**src/rtl/anreg_pkg.sv**
```systemverilog
// Constants shared by the auto-negotiation register set
package anreg_pkg;
  localparam int unsigned ADDR_W = 5;
  localparam int unsigned DATA_W = 16;
  // Register offsets on the management port
  localparam logic [4:0] ADDR_ADV = 5'h04;
  localparam logic [4:0] ADDR_LP = 5'h05;
  localparam logic [4:0] ADDR_EXP = 5'h06;
  localparam logic [4:0] ADDR_CFG = 5'h10;
  // Field positions shared by advertisement and partner words
  localparam int unsigned POS_NEXT_PAGE = 15;
  localparam int unsigned POS_ACK = 14;
  localparam int unsigned POS_REMOTE_FAULT = 13;
  localparam int unsigned POS_FC = 10;
  localparam int unsigned POS_T4 = 9;
  localparam int unsigned POS_SEL_MSB = 4;
  // Expansion field positions
  localparam int unsigned POS_PAR_FAULT = 4;
  localparam int unsigned POS_LP_NEXT = 3;
  localparam int unsigned POS_LOCAL_NEXT = 2;
  localparam int unsigned POS_PAGE = 1;
  localparam int unsigned POS_LP_AN = 0;
  // Configuration field positions
  localparam int unsigned POS_BLK_BYP = 15;
  localparam int unsigned POS_SCR_BYP = 14;
  // Storable bits and reset values
  localparam logic [15:0] ADV_WR_MASK = 16'h25FF;
  localparam logic [15:0] ADV_RESET = 16'h01E1;
  localparam logic [15:0] LP_CAPTURE_MASK = 16'hE7FF;
  localparam logic [15:0] LP_RESET = 16'h0000;
  localparam logic [15:0] CFG_WR_MASK = 16'hC000;
  localparam logic [15:0] CFG_RESET = 16'h0000;
  localparam logic [15:0] READ_NONE = 16'h0000;
  localparam int unsigned RESET_SYNC_STAGES = 2;
endpackage

```
**src/rtl/anreg_exp_if.sv**
```systemverilog
// Latched expansion flags: set and clear requests, and the flag levels
`timescale 1ns/10ps
`default_nettype none
interface anreg_exp_if;
  logic fault_set;
  logic page_set;
  logic rd_clear;
  logic fault_flag;
  logic page_flag;
  modport ctl (output fault_set, output page_set, output rd_clear,
               input fault_flag, input page_flag);
  modport keeper (input fault_set, input page_set, input rd_clear,
                  output fault_flag, output page_flag);
endinterface
`default_nettype wire

```
**src/rtl/anreg_latch_flags.sv**
```systemverilog
// Latch-high flags of the expansion register, cleared by a register read
`timescale 1ns/10ps
`default_nettype none
module anreg_latch_flags (
  input wire logic clk_i,     // System clock
  input wire logic rst_n_i,   // Synchronised reset, active low
  anreg_exp_if.keeper fl      // Set, clear and flag levels
);

  logic par_fault;
  logic page;

  // A set in the clearing cycle wins, so no event is lost to a read
  always_ff @(posedge clk_i or negedge rst_n_i) begin
    if (!rst_n_i) begin
      par_fault <= 1'b0;
    end else if (fl.fault_set) begin
      par_fault <= 1'b1;
    end else if (fl.rd_clear) begin
      par_fault <= 1'b0;
    end
  end

  always_ff @(posedge clk_i or negedge rst_n_i) begin
    if (!rst_n_i) begin
      page <= 1'b0;
    end else if (fl.page_set) begin
      page <= 1'b1;
    end else if (fl.rd_clear) begin
      page <= 1'b0;
    end
  end

  assign fl.fault_flag = par_fault;
  assign fl.page_flag = page;
endmodule
`default_nettype wire

```
**src/rtl/anreg_autoneg_regs.sv**
```systemverilog
// Auto-negotiation advertisement, partner, expansion and bypass registers
`timescale 1ns/10ps
`default_nettype none
//
// Contract
// - Advertisement register contents go out as our abilities during negotiation.
// - Advertisement bit 15, next page, always reads 0.
// - Negotiation engine drives outgoing acknowledge bit 14; software leaves it alone.
// - Advertisement bit 13 is writable remote fault, reset 0.
// - Reserved bits are written 0 by software and read as 0.
// - Advertisement bit 10 is writable flow-control capability, reset 0.
// - Advertisement bit 9, T4 ability, is always 0.
// - Advertisement bits 8 to 5 are writable abilities, reset to 1.
// - Advertisement bits 4-0 are a writable selector, reset 00001.
// - Partner register captures received abilities; ability bits read-only, reset 0.
// - Partner bit 14 follows the acknowledge in incoming bursts.
// - Partner bits 15,13,9..5 show partner next page, fault and abilities.
// - Partner bit 10 is read-write flow control flag, reset 0.
// - Partner bits 4-0 are read-only selector, reset 00000.
// - Expansion bit 4 latches a parallel detection fault until cleared.
// - Expansion bit 3 shows the partner has a next page.
// - Expansion bit 2, local next page ability, is always 0.
// - Expansion bit 1 latches a new page; reading register 6 clears it.
// - Expansion bit 0 shows the partner can auto-negotiate.
// - Configuration bit 15 bypasses block encoder and decoder, reset 0.
// - Configuration bit 14 bypasses scrambler and descrambler, reset 0.
// - Basic status remote fault is set after partner fault bit sets.
module anreg_autoneg_regs (
  input wire logic CLK_SYS_I,            // 20 MHz system clock
  input wire logic ARST_N_I,             // Asynchronous reset, active low
  input wire logic [4:0] MGMT_ADDR_I,    // Management register address
  input wire logic MGMT_WR_I,            // Write strobe, one cycle
  input wire logic MGMT_RD_I,            // Read strobe, one cycle
  input wire logic [15:0] MGMT_WDATA_I,  // Write data
  output logic [15:0] MGMT_RDATA_O,      // Read data, registered
  output logic MGMT_RVALID_O,            // Read data valid pulse
  input wire logic ANEG_ACK_I,           // Acknowledge from negotiation engine
  output logic [15:0] ADV_WORD_O,        // Word to send in outgoing bursts
  input wire logic PAGE_RX_I,            // New page received pulse
  input wire logic [15:0] PAGE_WORD_I,   // Received link code word
  input wire logic PARTNER_AN_ABLE_I,    // Partner negotiates, level
  input wire logic PAR_FAULT_EVENT_I,    // Parallel detection fault pulse
  output logic REMOTE_FAULT_SET_O,       // Sets basic status remote fault
  output logic BLOCK_CODE_BYPASS_O,      // Block code bypass level
  output logic SCRAMBLER_BYPASS_O        // Scrambler bypass level
);

  logic [anreg_pkg::RESET_SYNC_STAGES-1:0] rst_sync;
  logic rst_n;
  logic [15:0] autoneg_advertisement;
  logic [15:0] link_partner_ability;
  logic [15:0] vendor_phy_configuration;
  logic [15:0] next_rdata;
  logic partner_fault_seen;
  logic wr_adv;
  logic wr_lp;
  logic wr_cfg;
  logic rd_exp;

  anreg_exp_if exp_bus ();

  function automatic logic hit(input logic [4:0] addr, input logic [4:0] target);
    hit = (addr == target);
  endfunction

  // Release of reset is synchronised; assertion stays asynchronous
  always_ff @(posedge CLK_SYS_I or negedge ARST_N_I) begin
    if (!ARST_N_I) begin
      rst_sync <= '0;
    end else begin
      rst_sync <= {rst_sync[anreg_pkg::RESET_SYNC_STAGES-2:0], 1'b1};
    end
  end
  assign rst_n = rst_sync[anreg_pkg::RESET_SYNC_STAGES-1];

  assign wr_adv = MGMT_WR_I && hit(MGMT_ADDR_I, anreg_pkg::ADDR_ADV);
  assign wr_lp = MGMT_WR_I && hit(MGMT_ADDR_I, anreg_pkg::ADDR_LP);
  assign wr_cfg = MGMT_WR_I && hit(MGMT_ADDR_I, anreg_pkg::ADDR_CFG);
  assign rd_exp = MGMT_RD_I && hit(MGMT_ADDR_I, anreg_pkg::ADDR_EXP);

  // Masking keeps fixed-zero and reserved bits out of storage
  always_ff @(posedge CLK_SYS_I or negedge rst_n) begin
    if (!rst_n) begin
      autoneg_advertisement <= anreg_pkg::ADV_RESET;
    end else if (wr_adv) begin
      autoneg_advertisement <= MGMT_WDATA_I & anreg_pkg::ADV_WR_MASK;
    end
  end

  // Ack is taken live from the engine, never from software
  always_ff @(posedge CLK_SYS_I or negedge rst_n) begin
    if (!rst_n) begin
      ADV_WORD_O <= anreg_pkg::ADV_RESET;
    end else begin
      ADV_WORD_O <= autoneg_advertisement;
      ADV_WORD_O[anreg_pkg::POS_ACK] <= ANEG_ACK_I;
    end
  end

  // A received page overrides a software write to the flow bit
  always_ff @(posedge CLK_SYS_I or negedge rst_n) begin
    if (!rst_n) begin
      link_partner_ability <= anreg_pkg::LP_RESET;
    end else if (PAGE_RX_I) begin
      link_partner_ability <= PAGE_WORD_I & anreg_pkg::LP_CAPTURE_MASK;
    end else if (wr_lp) begin
      link_partner_ability[anreg_pkg::POS_FC] <= MGMT_WDATA_I[anreg_pkg::POS_FC];
    end
  end

  always_ff @(posedge CLK_SYS_I or negedge rst_n) begin
    if (!rst_n) begin
      vendor_phy_configuration <= anreg_pkg::CFG_RESET;
    end else if (wr_cfg) begin
      vendor_phy_configuration <= MGMT_WDATA_I & anreg_pkg::CFG_WR_MASK;
    end
  end
  assign BLOCK_CODE_BYPASS_O = vendor_phy_configuration[anreg_pkg::POS_BLK_BYP];
  assign SCRAMBLER_BYPASS_O = vendor_phy_configuration[anreg_pkg::POS_SCR_BYP];

  // One pulse per rise of the partner fault bit; basic status latches it
  always_ff @(posedge CLK_SYS_I or negedge rst_n) begin
    if (!rst_n) begin
      partner_fault_seen <= 1'b0;
      REMOTE_FAULT_SET_O <= 1'b0;
    end else begin
      partner_fault_seen <= link_partner_ability[anreg_pkg::POS_REMOTE_FAULT];
      REMOTE_FAULT_SET_O <= link_partner_ability[anreg_pkg::POS_REMOTE_FAULT] &&
                            !partner_fault_seen;
    end
  end

  assign exp_bus.fault_set = PAR_FAULT_EVENT_I;
  assign exp_bus.page_set = PAGE_RX_I;
  assign exp_bus.rd_clear = rd_exp;

  anreg_latch_flags u_flags (
    .clk_i(CLK_SYS_I),
    .rst_n_i(rst_n),
    .fl(exp_bus.keeper)
  );

  // Read returns the value before any clear-on-read of the same cycle
  always_comb begin
    next_rdata = anreg_pkg::READ_NONE;
    case (MGMT_ADDR_I)
      anreg_pkg::ADDR_ADV: begin
        next_rdata = autoneg_advertisement;
        next_rdata[anreg_pkg::POS_ACK] = ANEG_ACK_I;
      end
      anreg_pkg::ADDR_LP: begin
        next_rdata = link_partner_ability;
      end
      anreg_pkg::ADDR_EXP: begin
        next_rdata[anreg_pkg::POS_PAR_FAULT] = exp_bus.fault_flag;
        next_rdata[anreg_pkg::POS_LP_NEXT] =
          link_partner_ability[anreg_pkg::POS_NEXT_PAGE];
        next_rdata[anreg_pkg::POS_LOCAL_NEXT] = 1'b0;
        next_rdata[anreg_pkg::POS_PAGE] = exp_bus.page_flag;
        next_rdata[anreg_pkg::POS_LP_AN] = PARTNER_AN_ABLE_I;
      end
      anreg_pkg::ADDR_CFG: begin
        next_rdata = vendor_phy_configuration;
      end
      default: begin
        next_rdata = anreg_pkg::READ_NONE;
      end
    endcase
  end

  always_ff @(posedge CLK_SYS_I or negedge rst_n) begin
    if (!rst_n) begin
      MGMT_RDATA_O <= anreg_pkg::READ_NONE;
      MGMT_RVALID_O <= 1'b0;
    end else begin
      MGMT_RVALID_O <= MGMT_RD_I;
      if (MGMT_RD_I) begin
        MGMT_RDATA_O <= next_rdata;
      end
    end
  end
endmodule
`default_nettype wire

```
**config.mk**
```make
export PLATFORM = sky130hd
export DESIGN_NAME = anreg_autoneg_regs
export DESIGN_NICKNAME = d
export VERILOG_FILES = /design/src/rtl/anreg_pkg.sv /design/src/rtl/anreg_exp_if.sv /design/src/rtl/anreg_latch_flags.sv /design/src/rtl/anreg_autoneg_regs.sv
export SDC_FILE = /design/constraint.sdc
export NUM_CORES = 1
export LEC_CHECK = 0
export ABC_AREA = 0
export BUFFER_PORTS_ARGS = -buffer_cell sky130_fd_sc_hd__buf_2
export CAP_MARGIN = 20
export CORE_MARGIN = 2
export CORE_UTILIZATION = 48
export DETAILED_ROUTE_END_ITERATION = 8
export GPL_ROUTABILITY_DRIVEN = 0
export PLACE_DENSITY = 0.77
export SLEW_MARGIN = 5
export SYNTH_ARGS = -nofsm -noshare
export SYNTH_HDL_FRONTEND = slang
export SYNTH_SLANG_ARGS = --single-unit
```
**constraint.sdc**
```tcl
create_clock -name CLK_SYS_I -period 2 [get_ports CLK_SYS_I]
set_input_delay 0.1 -clock CLK_SYS_I [delete_from_list [all_inputs] [get_ports CLK_SYS_I]]
set_output_delay 0.1 -clock CLK_SYS_I [all_outputs]
set_load 0.01 [all_outputs]
```
==> qor.log, run 1 <==
INFO  power_and_ir_drop power_switching=0.678mW
INFO  timing         fin_tns_setup=0ps
INFO  power_and_ir_drop fin_total_pwr=2.99mW
INFO  critical_path  critPathArrivalTime=1530ps
INFO  die            design.die.area=5660um2
INFO  logic_synthesis synth.most_common_cell=dfrtp_1
INFO  clock_tree     clock_tree_from_tritoncts=built
INFO  cells_and_area post_route_cells_drive_above_1_share=0.495
INFO  place          dp.final_hpwl=3500um
INFO  clock_tree     postCtsSetupBuffers=0
INFO  clock_tree     clkSlewWorstSetupHoldPaths=60ps
INFO  power_and_ir_drop clockPowerShare=0.394
INFO  cells_and_area area_growth=34.7%
INFO  timing         grt_setup_unrepaired=no
INFO  logic_synthesis synthesis.area_per_instance=14.0um2
INFO  routing        drtPass1Iterations=6
INFO  min_path       holdCritPathClass=in2reg
INFO  power_and_ir_drop share_seq_of_total_power=0.487
INFO  timing         period_share=0.656
INFO  timing         fin_skew=5.96ps
INFO  die            num_io_pins=81
INFO  routing        antenna_left=0
INFO  global_routing initial_antenna_violation_count=0
INFO  power_and_ir_drop p_leak=1.57nW
INFO  clock_tree     ctsRootBufferMaster=clkbuf_8
INFO  critical_path  critical_path_class=in2reg
INFO  logic_synthesis most_area_consuming_cells_after_synthesis=dfrtp_1 (51%), dfstp_2 (11%), mux2_2 (11%)
INFO  logic_synthesis post_synth_most_frequent_cells=dfrtp_1 (50), mux2_2 (23), inv_1 (14), o22ai_1 (13)
INFO  power_and_ir_drop comb_power_share=0.120
INFO  clock_tree     cts_sinks=60
INFO  power_and_ir_drop swShare=0.227
INFO  logic_synthesis postSynthRegisterBits=60
INFO  die            placeableCoreArea=4820um2
INFO  power_and_ir_drop power.density=913nW/um2
INFO  clock_tree     postCtsResizedCells=0
INFO  logic_synthesis async_set_or_reset_flop_fraction_in_the_synthesized_netlist=1.00
INFO  power_and_ir_drop max-vdd-ir-drop=0.000598V
INFO  clock_tree     clock_tree.htree_level_count=3
INFO  global_routing grt_start_max_net_pins=26
INFO  cells_and_area antenna_cells_inserted=0
INFO  routing        drt-wirelength-per-cell=15.1um
INFO  timing         report.final.hold_viol_count=0
INFO  clock_tree     numCtsBuffers=9
INFO  timing         holdWs=11.0ps
INFO  cells_and_area design.final.nets=317
INFO  logic_synthesis seq_area_frac_synth=0.622
INFO  routing        vias=1698
INFO  routing        detail_route.iter0.violations=103
INFO  place          numPortBuffers=69
INFO  timing         timing.final.crit_period=1310ps
INFO  timing         timing.final.max_slew_violations=0
INFO  job            maxCapViolCount=0
INFO  cells_and_area final_util=0.681
INFO  routing        drt-vias-per-instance=4.94
INFO  logic_synthesis post_synth_instance_area=2430um2
INFO  timing         relSlewSlack=0.627
INFO  die            floorplan.die.height=75.2um
INFO  global_routing number_of_global_route_vias_before_repair=1716
INFO  global_routing grt_pass1_wl=8140um
INFO  clock_tree     cts_buffer_depth=2
INFO  timing         max_fclk=762MHz
INFO  die            initial_utilization=0.505
INFO  global_routing globalRoute.totalOverflow=0
INFO  logic_synthesis postSynth.topFlopCell=dfrtp_1
INFO  logic_synthesis ys_types=28
INFO  logic_synthesis yosysWarnings=0
INFO  critical_path  worstSetupEndpointType=flip-flop
INFO  timing         tightestPinTransition=560ps
INFO  cells_and_area finalNonFillerCells=344
INFO  critical_path  worst_setup_path_start_kind=input port
INFO  timing         setup_viol=0
INFO  logic_synthesis synth_top_cell_by_area=dfrtp_1
INFO  status         run_status=finished, final reports clean
INFO  routing        drc=0
INFO  critical_path  worst-path-max-fanout=11
INFO  place          placedCellCount=306
INFO  global_routing globalRouteTotalUtil=0.203
INFO  clock_tree     clkLatencyLatePin=330ps
INFO  power_and_ir_drop p_int=2.31mW
INFO  critical_path  required=2210ps
INFO  logic_synthesis netlist.area_leader.share=0.514
INFO  routing        totalWireLength=5180um
INFO  die            dieWidth=75.2um
INFO  logic_synthesis synth_enable_flop_cells=0
INFO  die            rows=25
INFO  logic_synthesis post_synth_inst_count=174
[power groups by stage]
stage	clock, mW	sequential (mW)	combinational (mW)
final	1.18	1.46	0.358
after global routing	1.24	1.48	0.390
after CTS	1.19	1.46	0.360
after detailed placement	0	1.48	0.326
after global placement	0	1.47	0.317
after floorplan	0	1.50	0.167
[kinds of logic (layout without fill, tap and decap cells)]
group | count (synthesis) | in the layout | share of synthesized area
other | 2 | 7 | 0.00309
multiplexers | 33 | 33 | 0.168
flip-flops | 60 | 60 | 0.622
buffers and inverters | 28 | 126 | 0.0591
AO/OA/AOI/OAI | 29 | 29 | 0.0833
AND/OR/NAND/NOR | 22 | 22 | 0.0643
[worst paths after layout]
kind / slack [ps] / to / startpoint / cells after the start
worst min register to register: 260 / u_flags.fl.fault_flag / rst_sync[1] / 0
worst max-delay path: 690 / autoneg_advertisement[4] / MGMT_ADDR_I[0] / 5
min in group asynchronous: 90 / rst_sync[1] / ARST_N_I / 2
max in group asynchronous: 1110 / autoneg_advertisement[6] / rst_sync[1] / 1
worst max register to register: 900 / MGMT_RDATA_O[1] / autoneg_advertisement[1] / 4
worst min-delay path: 10 / autoneg_advertisement[3] / MGMT_WDATA_I[3] / 2
[layer usage]
layer | global-route usage | part of all wire
met1 | 0.260 | 0.44
met2 | 0.314 | 0.49
met3 | 0.0469 | 0.040
met4 | 0.127 | 0.031
met5 | 0 | 0
[metrics by stage]
| step | area (um2) | setup WS (ps) |
|---|---|---|
| floorplan | 2450 | 223 |
| global placement | 2840 | 384 |
| detailed placement | 2840 | 349 |
| CTS | 3280 | 707 |
| global route | 3280 | 615 |
| finish | 3280 | 688 |
[cell type report]
type / count / area [um2]
fillers: 378 / 1540
well taps: 67 / 83.8
flip-flops and latches: 60 / 1520
multi-input cells: 91 / 795
repair buffers: 96 / 616
inverters: 14 / 52.6
clock inverters: 5 / 75.1
clock buffers: 11 / 141
[state kept, by name (all words and copies together) (netlist names)]
name	cells
autoneg_advertisement	11
ADV_WORD_O	12
vendor_phy_configuration	2
u_flags.fl.page_flag	1
rst_sync	2
u_flags.fl.fault_flag	1
MGMT_RDATA_O	14
REMOTE_FAULT_SET_O	1
link_partner_ability	14
MGMT_RVALID_O	1
partner_fault_seen	1
[placed cells by master (no fill, tap or decap), types with 2 or more instances in the layout]
master         count
nand2_1            4
and2_1             2
nor2b_1            2
mux2_4            10
a32oi_1            2
nand3_1            3
dfrtp_1           49
buf_2             69
clkinv_2           3
dlygate4sd3_1     22
bufinv_16          2
conb_1             7
dfstp_2           10
o22ai_1           13
and3_1             3
buf_4              4
inv_1             14
a22oi_1            9
nor3b_4            2
a21o_1             2
clkbuf_8          10
nor2_1             2
mux2_2            23
[worst max-delay path, stage by stage]
cell and delay, ps:
buf_2 180, nor3b_4 310, nor3b_4 260, nand2_2 290, mux2_4 380
[what timing repair did]
item,4_1_cts,5_1_grt
endpoints found under the hold margin,23,0
setup endpoints to repair,0,0
hold buffers,22,0
(Power assumes the default switching activity.)
==> run 2: changes to the inputs <==
--- a/config.mk
+++ b/config.mk
@@ -9,10 +9,10 @@
 export BUFFER_PORTS_ARGS = -buffer_cell sky130_fd_sc_hd__buf_2
 export CAP_MARGIN = 20
 export CORE_MARGIN = 2
-export CORE_UTILIZATION = 48
+export CORE_UTILIZATION = 45
 export DETAILED_ROUTE_END_ITERATION = 8
 export GPL_ROUTABILITY_DRIVEN = 0
-export PLACE_DENSITY = 0.77
+export PLACE_DENSITY = 0.75
 export SLEW_MARGIN = 5
 export SYNTH_ARGS = -nofsm -noshare
 export SYNTH_HDL_FRONTEND = slang
==> constraint.sdc (replaced) <==
create_clock -name CLK_SYS_I -period 1.12 [get_ports CLK_SYS_I]
set_input_delay 0.056 -clock CLK_SYS_I [delete_from_list [all_inputs] [get_ports CLK_SYS_I]]
set_output_delay 0.056 -clock CLK_SYS_I [all_outputs]
set_load 0.01 [all_outputs]
==> qor.log, run 2 (synthesis results as in run 1) <==
INFO  status         run_status=finished, final reports clean [unchanged]
INFO  routing        drtPass1Iterations=4 [was 6]
INFO  routing        detail_route.iter0.violations=49 [was 103]
INFO  cells_and_area design.final.nets=339 [was 317]
INFO  critical_path  worstSetupEndpointType=flip-flop [unchanged]
INFO  cells_and_area antenna_cells_inserted=0 [unchanged]
INFO  die            rows=26 [was 25]
INFO  global_routing initial_antenna_violation_count=0 [unchanged]
INFO  timing         holdWs=29.8ps [was 11.0 ps]
INFO  critical_path  ff2ff_setup_slack=70ps [was 900 ps]
INFO  cells_and_area mostFrequentLayoutCell=buf_2 [unchanged]
INFO  routing        vias=1787 [was 1698]
INFO  critical_path  worst_setup_path_start_kind=flip-flop [was input port]
INFO  timing         fin_skew=5.71ps [was 5.96 ps]
INFO  critical_path  required=1330ps [was 2210 ps]
INFO  clock_tree     cts_sinks=60 [unchanged]
INFO  place          dp.final_hpwl=3620um [was 3500 um]
INFO  power_and_ir_drop power.density=1430nW/um2 [was 913 nW/um2]
INFO  critical_path  worst-path-max-fanout=2 [was 11]
INFO  critical_path  critical_path_class=reg2reg [was in2reg]
INFO  cells_and_area fillCellCount=395 [was 378]
INFO  power_and_ir_drop p_leak=1.66nW [was 1.57 nW]
INFO  clock_tree     clkSlewWorstSetupHoldPaths=60ps [about the same]
INFO  critical_path  timing.rr.start=u_flags.fl.page_flag [was autoneg_advertisement[1]]
INFO  min_path       holdCritPathClass=in2async [was in2reg]
INFO  clock_tree     clock_tree.htree_level_count=3 [unchanged]
INFO  timing         timing.final.max_slew_violations=0 [unchanged]
INFO  place          numPortBuffers=69 [unchanged]
INFO  cells_and_area post_route_cells_drive_above_1_share=0.498 [was 0.495]
INFO  routing        drt-wirelength-per-cell=15.1um [about the same]
INFO  global_routing grt_start_max_net_pins=59 [was 26]
INFO  power_and_ir_drop fin_total_pwr=4.96mW [was 2.99 mW]
INFO  timing         max_fclk=954MHz
INFO  routing        drc=0 [unchanged]
INFO  global_routing globalRoute.totalOverflow=0 [unchanged]
INFO  critical_path  worstReg2RegEnd=MGMT_RDATA_O[1] [unchanged]
INFO  global_routing globalRouteTotalUtil=0.199 [was 0.203]
INFO  cells_and_area top_regs=MGMT_RDATA_O (14), link_partner_ability (14), ADV_WORD_O (12) [unchanged]
INFO  die            initial_utilization=0.470 [was 0.505]
INFO  routing        drt-vias-per-instance=4.84 [was 4.94]
INFO  critical_path  r2r.worst_path.cells=4 [unchanged]
INFO  die            dieWidth=77.5um [was 75.2 um]
INFO  timing         report.final.hold_viol_count=0 [unchanged]
INFO  job            maxCapViolCount=0 [unchanged]
INFO  critical_path  critical_path_depth=4 [was 5]
INFO  cells_and_area area_growth=42.1% [was 34.7%]
INFO  routing        totalWireLength=5560um [was 5180 um]
INFO  timing         timing.final.crit_period=1050ps
INFO  die            placeableCoreArea=5170um2 [was 4820 um2]
INFO  routing        antenna_left=0 [unchanged]
INFO  power_and_ir_drop max-vdd-ir-drop=0.000866V [was 0.000598 V]
INFO  timing         grt_setup_unrepaired=no [unchanged]
INFO  cells_and_area multiInputGateArea=813um2 [was 795 um2]
INFO  die            floorplan.die.height=77.5um [was 75.2 um]
INFO  timing         period_share=0.936
INFO  die            design.die.area=6010um2 [was 5660 um2]
INFO  cells_and_area layout.cells.most_common_list=buf_2 (69), dfrtp_1 (49), dlygate4sd3_1 (30), mux2_2 (22), buf_4 (16) [was buf_2 (69), dfrtp_1 (49), mux2_2 (23), dlygate4sd3_1 (22), inv_1 (14)]
INFO  clock_tree     numCtsBuffers=9 [unchanged]
INFO  critical_path  cp_top_family=flip-flops [was simple AND/OR/NAND/NOR gates]
INFO  die            num_io_pins=81 [unchanged]
INFO  critical_path  critPathBufInv=0 [was 1]
INFO  critical_path  cp_slowest_stage_delay=380ps [about the same]
INFO  clock_tree     clkLatencyLatePin=340ps [was 330 ps]
INFO  clock_tree     clock_tree_from_tritoncts=built [unchanged]
INFO  global_routing grt_pass1_wl=8890um [was 8140 um]
INFO  cells_and_area regArea=1520um2 [unchanged]
INFO  critical_path  path_cells=mux2_2 -> nand2_1 -> a2bb2oi_2 -> o22ai_1 [was buf_2 -> nor3b_4 -> nor3b_4 -> nand2_2 -> mux2_4]
INFO  global_routing number_of_global_route_vias_before_repair=1811 [was 1716]
INFO  clock_tree     cts_buffer_depth=2 [unchanged]
INFO  timing         setup_viol=0 [unchanged]
INFO  critical_path  cpMaxStageDelayCell=dfrtp_1 [was mux2_4]
INFO  critical_path  critPathArrivalTime=1260ps [was 1530 ps]
INFO  clock_tree     ctsRootBufferMaster=clkbuf_8 [unchanged]
==> run 2: layout make-up <==
type | count | share of cell area
sequential | 60 | 0.438
timing repair buffer | 118 | 0.239
multi-input combinational | 91 | 0.235
clock buffer | 14 | 0.0442
tap | 70 | 0.0253
inverter | 14 | 0.0152
clock inverter | 2 | 0.00290
==> run 2: routing by layer <==
metal	up-vias	routed length [um]	global-route usage
met5	-	0	0
met4	0	157	0.114
met3	15	252	0.0488
met2	57	2720	0.327
met1	875	2430	0.239
li1	840	-	-
==> run 2: stage by stage <==
step,instances,setup slack (ps),area [um2],util,setup TNS [ps]
after global placement,322,-219,2980,0.576,-2660
after floorplan,179,-321,2490,-,-3420
after global routing,369,1.34,3460,0.668,0
after CTS,368,30.5,3440,0.666,0
after detailed placement,322,-255,2980,0.576,-3480
final,369,71.6,3460,0.668,0
==> run 2: worst max-delay path by stage <==
stage / startpoint / end / slack [ps]
5_1_grt: u_flags.fl.page_flag / MGMT_RDATA_O[1] / 1
3_3_place_gp: MGMT_ADDR_I[1] / link_partner_ability[10] / -220
3_5_place_dp: MGMT_ADDR_I[1] / link_partner_ability[10] / -260
2_1_floorplan: MGMT_ADDR_I[0] / autoneg_advertisement[10] / -320
6_report: u_flags.fl.page_flag / MGMT_RDATA_O[1] / 70
4_1_cts: autoneg_advertisement[1] / MGMT_RDATA_O[1] / 30
==> run 2: power by group <==
part	total, mW	switching [mW]	internal [mW]
Combinational	0.726	0.297	0.429
Sequential	2.58	0.126	2.45
Clock	1.65	0.790	0.859
==> run 2: repair_timing <==
| item | CTS | global route |
|---|---|---|
| setup endpoints to repair | 0 | 1 |
| hold endpoints to repair | 31 | 0 |
| hold buffers | 30 | 0 |
| buffers inserted | 0 | 1 |
| resized for setup | 0 | 1 |
